===== src/pcsr_pkg.sv =====
// constants and carriers for the loop control and status registers
// assumes a single 40 MHz register clock shared by every user
package pcsr_pkg;

   // register addresses on the peripheral bus
   localparam logic [31:0] ADDR_CONTROL_HOLD = 32'he01fc080;
   localparam logic [31:0] ADDR_CONFIG_HOLD  = 32'he01fc084;
   localparam logic [31:0] ADDR_LIVE_STATUS  = 32'he01fc088;
   localparam logic [31:0] ADDR_UNLOCK_FEED  = 32'he01fc08c;

   // unlock sequence values
   localparam logic [7:0] FEED_FIRST  = 8'haa;
   localparam logic [7:0] FEED_SECOND = 8'h55;

   // reset values
   localparam logic [1:0] CONTROL_RESET = 2'h0;
   localparam logic [6:0] CONFIG_RESET  = 7'h00;

   // field positions in control and configuration
   localparam int CTL_ON_BIT   = 0;
   localparam int CTL_SEL_BIT  = 1;
   localparam int MULT_LSB     = 0;
   localparam int MULT_W       = 5;
   localparam int DIV_LSB      = 5;
   localparam int DIV_W        = 2;
   localparam int CONFIG_W     = 7;

   // field positions in the status word
   localparam int STAT_ON_BIT   = 8;
   localparam int STAT_SEL_BIT  = 9;
   localparam int STAT_LOCK_BIT = 10;

   // idle cycles with both clock gates closed during a source change
   localparam int SWITCH_GAP = 2;

   // one register access, one bus cycle per clock
   typedef struct packed {
      logic        valid;
      logic        write;
      logic [31:0] addr;
      logic [7:0]  wdata;
   } pcsr_req_s;

   // settings that drive the loop
   typedef struct packed {
      logic              on;
      logic              sel;
      logic [DIV_W-1:0]  div;
      logic [MULT_W-1:0] mult;
   } pcsr_live_s;

   // clock source switch states
   typedef enum logic [1:0] {
      SRC_OSC     = 2'b00,
      SRC_TO_LOOP = 2'b01,
      SRC_LOOP    = 2'b10,
      SRC_TO_OSC  = 2'b11
   } pcsr_src_e;

endpackage


===== src/pcsr_top.sv =====
// holding, live and status registers of the clock loop, unlock feed
// logic and a break-before-make clock source selector
// assumes a one-cycle bus access, lock detect from the analogue loop
// on a foreign clock, and a power-down entry pulse on this clock
`timescale 1ns/100ps
`default_nettype none

// Overview of operation
// - live enable turns loop on after unlock
// - loop clock only when enable and connect live
// - control writes wait for valid unlock
// - configuration writes wait for valid unlock
// - configuration bits 4:0 give multiplier
// - configuration bits 6:5 give post-divider
// - reserved bits unstored, software writes zero
// - status returns live multiplier and divider
// - status bit 8 live enable, power-down clears
// - status bit 9 live connect, power-down clears
// - status bit 10 shows lock
// - lock drives interrupt request line
// - connect without enable equals all off
// - enable alone runs loop on oscillator
// - source change is glitch-free
// - lock never gates connection
// - unlock is 0xaa then 0x55, consecutive
// - bad or split sequence applies nothing
// - multiplier field is multiplier minus one
// - divider codes 00..11 select 1,2,4,8
module pcsr_top #(
   parameter int GAP = pcsr_pkg::SWITCH_GAP
) (
   input  wire logic                clock,         // 40 MHz register clock
   input  wire logic                nrst,          // async reset, low
   input  wire pcsr_pkg::pcsr_req_s req,           // register access
   output logic [15:0]              rdata,         // read data, next cycle
   input  wire logic                power_down,    // power-down entry pulse
   input  wire logic                lock_detect,   // raw lock from loop
   output pcsr_pkg::pcsr_live_s     live,          // settings to the loop
   output logic                     lock_irq,      // lock interrupt request
   output logic                     osc_gate_en,   // oscillator clock gate
   output logic                     loop_gate_en   // loop clock gate
);

   ////////////////////////////////////////////////////////////////////
   // address decode
   logic wr_ctl;
   logic wr_cfg;
   logic wr_feed;
   logic rd_any;

   always_comb
   begin
      wr_ctl  = req.valid && req.write
                && req.addr == pcsr_pkg::ADDR_CONTROL_HOLD;
      wr_cfg  = req.valid && req.write
                && req.addr == pcsr_pkg::ADDR_CONFIG_HOLD;
      wr_feed = req.valid && req.write
                && req.addr == pcsr_pkg::ADDR_UNLOCK_FEED;
      rd_any  = req.valid && !req.write;
   end

   ////////////////////////////////////////////////////////////////////
   // lock detect synchroniser
   logic lock_s1;
   logic lock_s2;

   always_ff @(posedge clock or negedge nrst)
   begin
      if (!nrst)
      begin
         lock_s1 <= 1'b0;
         lock_s2 <= 1'b0;
      end
      else
      begin
         lock_s1 <= lock_detect;
         lock_s2 <= lock_s1;
      end
   end

   // lock level straight to the interrupt controller
   assign lock_irq = lock_s2;

   ////////////////////////////////////////////////////////////////////
   // holding registers, feed tracking and live shadow
   logic [1:0]                    ctl_hold;
   logic [pcsr_pkg::CONFIG_W-1:0] cfg_hold;
   logic                          feed_armed;
   logic [1:0]                    next_ctl_hold;
   logic [pcsr_pkg::CONFIG_W-1:0] next_cfg_hold;
   logic                          next_feed_armed;
   pcsr_pkg::pcsr_live_s          next_live;
   logic                          feed_ok;

   always_comb
   begin
      next_ctl_hold = ctl_hold;
      next_cfg_hold = cfg_hold;
      next_live     = live;
      // only defined bits are kept
      if (wr_ctl)
         next_ctl_hold = req.wdata[1:0];
      if (wr_cfg)
         next_cfg_hold = req.wdata[pcsr_pkg::CONFIG_W-1:0];
      // second value must land on the very next cycle
      feed_ok = feed_armed && wr_feed
                && req.wdata == pcsr_pkg::FEED_SECOND;
      next_feed_armed = wr_feed
                && req.wdata == pcsr_pkg::FEED_FIRST;
      if (feed_ok)
      begin
         next_live.on   = ctl_hold[pcsr_pkg::CTL_ON_BIT];
         next_live.sel  = ctl_hold[pcsr_pkg::CTL_SEL_BIT];
         next_live.mult = cfg_hold[pcsr_pkg::MULT_LSB +:
                                   pcsr_pkg::MULT_W];
         next_live.div  = cfg_hold[pcsr_pkg::DIV_LSB +:
                                   pcsr_pkg::DIV_W];
      end
      // power-down turns off and disconnects, settings kept
      if (power_down)
      begin
         next_live.on  = 1'b0;
         next_live.sel = 1'b0;
      end
   end

   always_ff @(posedge clock or negedge nrst)
   begin
      if (!nrst)
      begin
         ctl_hold   <= pcsr_pkg::CONTROL_RESET;
         cfg_hold   <= pcsr_pkg::CONFIG_RESET;
         feed_armed <= 1'b0;
         live       <= '0;
      end
      else
      begin
         ctl_hold   <= next_ctl_hold;
         cfg_hold   <= next_cfg_hold;
         feed_armed <= next_feed_armed;
         live       <= next_live;
      end
   end

   ////////////////////////////////////////////////////////////////////
   // read data
   logic [15:0] next_rdata;

   always_comb
   begin
      next_rdata = rdata;
      if (rd_any)
      begin
         next_rdata = '0;
         case (req.addr)
            pcsr_pkg::ADDR_CONTROL_HOLD:
               next_rdata[1:0] = ctl_hold;
            pcsr_pkg::ADDR_CONFIG_HOLD:
               next_rdata[pcsr_pkg::CONFIG_W-1:0] = cfg_hold;
            pcsr_pkg::ADDR_LIVE_STATUS:
            begin
               next_rdata[pcsr_pkg::MULT_LSB +: pcsr_pkg::MULT_W] =
                  live.mult;
               next_rdata[pcsr_pkg::DIV_LSB +: pcsr_pkg::DIV_W] =
                  live.div;
               next_rdata[pcsr_pkg::STAT_ON_BIT]   = live.on;
               next_rdata[pcsr_pkg::STAT_SEL_BIT]  = live.sel;
               next_rdata[pcsr_pkg::STAT_LOCK_BIT] = lock_s2;
            end
            default:
               next_rdata = '0;
         endcase
      end
   end

   always_ff @(posedge clock or negedge nrst)
   begin
      if (!nrst)
         rdata <= '0;
      else
         rdata <= next_rdata;
   end

   ////////////////////////////////////////////////////////////////////
   // clock source selector, both gates closed for GAP cycles
   pcsr_pkg::pcsr_src_e src;
   pcsr_pkg::pcsr_src_e next_src;
   logic [7:0]          gap_cnt;
   logic [7:0]          next_gap_cnt;
   logic                want_loop;
   logic                gap_done;

   always_comb
   begin
      // connect alone counts as off; lock is not looked at
      want_loop    = live.on && live.sel;
      gap_done     = gap_cnt == 8'(GAP - 1);
      next_src     = src;
      next_gap_cnt = 8'h00;
      case (src)
         pcsr_pkg::SRC_OSC:
            if (want_loop)
               next_src = pcsr_pkg::SRC_TO_LOOP;
         pcsr_pkg::SRC_TO_LOOP:
            if (!want_loop)
               next_src = pcsr_pkg::SRC_TO_OSC;
            else if (gap_done)
               next_src = pcsr_pkg::SRC_LOOP;
            else
               next_gap_cnt = 8'(gap_cnt + 8'h01);
         pcsr_pkg::SRC_LOOP:
            if (!want_loop)
               next_src = pcsr_pkg::SRC_TO_OSC;
         pcsr_pkg::SRC_TO_OSC:
            if (gap_done)
               next_src = pcsr_pkg::SRC_OSC;
            else
               next_gap_cnt = 8'(gap_cnt + 8'h01);
         default:
            next_src = pcsr_pkg::SRC_OSC;
      endcase
   end

   always_ff @(posedge clock or negedge nrst)
   begin
      if (!nrst)
      begin
         src          <= pcsr_pkg::SRC_OSC;
         gap_cnt      <= 8'h00;
         osc_gate_en  <= 1'b1;
         loop_gate_en <= 1'b0;
      end
      else
      begin
         src          <= next_src;
         gap_cnt      <= next_gap_cnt;
         osc_gate_en  <= next_src == pcsr_pkg::SRC_OSC;
         loop_gate_en <= next_src == pcsr_pkg::SRC_LOOP;
      end
   end
endmodule
`default_nettype wire


===== config.mk =====
export PLATFORM = sky130hd
export DESIGN_NAME = pcsr_top
export DESIGN_NICKNAME = d
export VERILOG_FILES = /design/src/pcsr_pkg.sv /design/src/pcsr_top.sv
export SDC_FILE = /design/constraint.sdc
export NUM_CORES = 1
export LEC_CHECK = 0
export ABC_AREA = 1
export BUFFER_PORTS_ARGS = -buffer_cell sky130_fd_sc_hd__buf_4
export CAP_MARGIN = 10
export CORE_UTILIZATION = 30
export CTS_BUF_LIST = sky130_fd_sc_hd__clkbuf_4 sky130_fd_sc_hd__clkbuf_8
export DETAILED_ROUTE_END_ITERATION = 16
export PLACE_DENSITY = 0.61
export RECOVER_POWER = 25
export SKIP_LAST_GASP = 1
export SYNTH_ARGS = -nofsm -noshare
export SYNTH_HDL_FRONTEND = slang
export SYNTH_SLANG_ARGS = --single-unit
export TNS_END_PERCENT = 1

===== constraint.sdc =====
create_clock -name clock -period 1.4 [get_ports clock]
set_clock_uncertainty 0.2 [all_clocks]
set_input_delay 0.07 -clock clock [delete_from_list [all_inputs] [get_ports clock]]
set_output_delay 0.07 -clock clock [all_outputs]
set_load 0.02 [all_outputs]

==> results_dict.tcl <==
set metrics [dict create \
    run_status "finished with violations" \
    violations "setup timing" \
    crit_type "reg2reg" \
    antenna_found_initial 0 \
    synth_top_area_share_pct 45.6 \
    setup_viol 11 \
    fill_cells 751 \
    peakVddDrop_mv 0.384 \
    p_sw_mw 0.823 \
    cp-end-kind "flip-flop" \
    final_cell_area_sq_mm 0.00338 \
    power.leakage_nw 1.78 \
    grt-ovfl-total 0 \
    rrSetupSlack_ns -0.09 \
    clkPwrFrac_pct 32.2 \
    fin_setup_tns_ns -0.658 \
    fin_crit_sh_pct 106 \
    grt_pass1_vias 2099 \
    drt-total-wl_mm 5.21 \
    cp-startpoint "gap_cnt[0]" \
    ys_types 27 \
    grt_most_used_layer "met2" \
    portBuffers 67 \
    p_seq_share_pct 45.0 \
    rr_worst_depth 6 \
    critPathCapture "gap_cnt[6]" \
    grt.total_usage_pct 14.3 \
    fmax_mhz 673 \
    initial_core_util_pct 31.4 \
    use_met2_pct 25.6 \
    cp_num_cells 6 \
    min_path_type "in2reg" \
    drc 0 \
    synth-edff-count 0 \
    grt_pass1_wl_mm 8.91 \
    r2r_end "gap_cnt[6]" \
    critPathSlowestCell "dfrtp_1" \
    viasPerCell 4.28 \
    yosysWarnings 0 \
    fin_util_pct 46.2 \
    drt_iter0_markers 88 \
    finalWeightedCongestion 0.730 \
    rows 31 \
    cts_buffer_depth 2 \
    power_density_mw_per_mm2 907 \
    netlist_area_sq_mm 0.00230 \
    min_period_ns 1.49 \
    cp_slowest_stage_delay_ns 0.37 \
    cts.sinks 43 \
    grtUsageMet1_pct 17.4 \
    synth-main-ff-cell "dfrtp_1" \
    grt_setup_unrepaired "true" \
    max_slew_margin_pct 60.9 \
    postPlaceCellArea_sq_mm 0.00309 \
    tritoncts "yes" \
    dpl.hpwl_mm 3.99 \
    slew_violations 0 \
    fp.coreArea_sq_mm 0.00733 \
    hold_viol_final 0 \
    synthMostInstantiatedCell "nand2_1" \
    setup_slack_ns -0.0863 \
    path_buf_inv 1 \
    antenna_left 0 \
    tightestPinTransition_ns 0.586 \
    die_x_um 89.7 \
    clk_latency_ns 0.29 \
    power.internal_mw 2.25 \
    cap_violations 0 \
    cpLargestDelayFamily "simple AND/OR/NAND/NOR gates" \
    drive_above_1_share_pct 33.6 \
    n_antenna_cell 0 \
    nets 455 \
    arrival_ns 1.47 \
    num_io_pins 74 \
    synthTopCellsByCount "nand2_1, inv_1, dfrtp_1, nor2_1, nand3_1" \
    p_comb_share_pct 22.8 \
    worstPathRequired_ns 1.39 \
    synth-seq-cells 43 \
    cts_buffers 5 \
    dieArea_sq_mm 0.00804 \
    synth_top_cell_by_area "dfrtp_1" \
    yosysSeqAreaShare_pct 46.7 \
    synth_area_leaders "dfrtp_1, nand2_1, inv_1, o21ai_2, nand3_1" \
    switching_share_pct 26.8 \
    routedWlPerCell_um 10.3 \
    dp_slack_ns -0.0972 \
    async_flop_share_pct 100 \
    path_max_fanout 3 \
    holdWs_ns 0.0285 \
    area_growth_pct 46.8 \
    chipHeight_um 89.7 \
    r2r-start "gap_cnt[0]" \
    dr.pass1.iters 5 \
    cts_max_level 2 \
    clkTransAtPathRegs_ns 0.08 \
    syn_area_per_cell_sq_um 7.76 \
    netlist_instances 297 \
    critPathLaunchType "flip-flop" \
    met3_usage_pct 3.38 \
    holdCritStartpoint "req[40]" \
    critical_path.cell_chain "buf_4 -> ha_1 -> nand4_1 -> nor2_1 -> nand2_1 -> nor3b_2" \
    vias 2168 \
    root_buffer "clkbuf_8" \
    grt_max_degree 44 \
]
cell usage in the layout, fill, tap and decap left out, drive strengths merged:
cell	instances
nand2	94
buf	92
inv	47
dfrtp	42
nor2	34
nand3	25
o21ai	18
dlygate4sd3	15
clkbuf	8
conb	6
nand4	5
nor3	4
a21oi	3
nor3b	3
o211ai	2
o31ai	2
ha	2
clkinv	2
xnor2	1
xor2	1
bufinv	1
dfstp	1
cell families (layout without fill, tap and decap cells):
group	after synthesis	after routing	share of synthesized area [%]
compound gates	25	25	8.58
xor+xnor	2	2	0.760
fa+ha+maj	2	2	1.09
buf+inv	59	165	11.6
flops	43	43	46.7
other cells	1	6	0.163
simple gates	165	165	31.1
worst reg2reg max path: stages (launching register included):
cell and delay [ns]:
dfrtp_1 0.37, buf_4 0.12, ha_1 0.20, nand4_1 0.14, nor2_1 0.14, nand2_1 0.06, nor3b_2 0.14
stage by stage:
step	instances	power, mW
finish	507	3.07
global route	507	3.25
CTS	507	3.11
detailed placement	484	2.06
global placement	484	2.04
floorplan	302	1.72
routing by layer:
layer,vias up,share of wire [%]
li1,1123,-
met1,994,45
met2,47,50
met3,4,4.1
met4,0,0.56
met5,-,0
flip-flops by register name (all words and copies together) (netlist names):
| register | flops |
|---|---|
| cfg_hold | 7 |
| gap_cnt | 8 |
| src | 2 |
| osc_gate_en | 1 |
| live | 9 |
| ctl_hold | 2 |
| lock_s1 | 1 |
| loop_gate_en | 1 |
| feed_armed | 1 |
| rdata | 10 |
| lock_irq | 1 |
power groups by stage:
| stage | registers [mW] | logic (mW) | clock network, mW |
|---|---|---|---|
| 2_1_floorplan | 1.43 | 0.295 | 0 |
| 3_3_place_gp | 1.40 | 0.644 | 0 |
| 3_5_place_dp | 1.40 | 0.657 | 0 |
| 4_1_cts | 1.38 | 0.707 | 1.03 |
| 5_1_grt | 1.40 | 0.789 | 1.06 |
| 6_report | 1.38 | 0.699 | 0.989 |
layout make-up:
cell class	count	area (sq um)	area share, %
Inverter	48	180	5.33
Multi-Input combinational cell	200	1000	29.7
Clock buffer	6	82.6	2.44
Sequential cell	43	1080	31.8
Clock inverter	2	35.0	1.04
Timing Repair Buffer	109	881	26.0
Tap cell	99	124	3.66
worst min path at each step:
stage	depth (start not counted)	endpoint
after global placement	1	lock_irq
after global routing	5	ctl_hold[1]
after CTS	5	ctl_hold[1]
after detailed placement	1	gap_cnt[6]
final	5	ctl_hold[1]
after floorplan	0	cfg_hold[0]
repair_timing:
| item | CTS | global route |
|---|---|---|
| resized for setup | 5 | 0 |
| hold buffers | 15 | 0 |
| endpoints found under the setup margin | 21 | 21 |
| endpoints found under the hold margin | 62 | 0 |
| pin swaps | 1 | 1 |
| buffers inserted | 0 | 0 |
(Power assumes the default switching activity.)
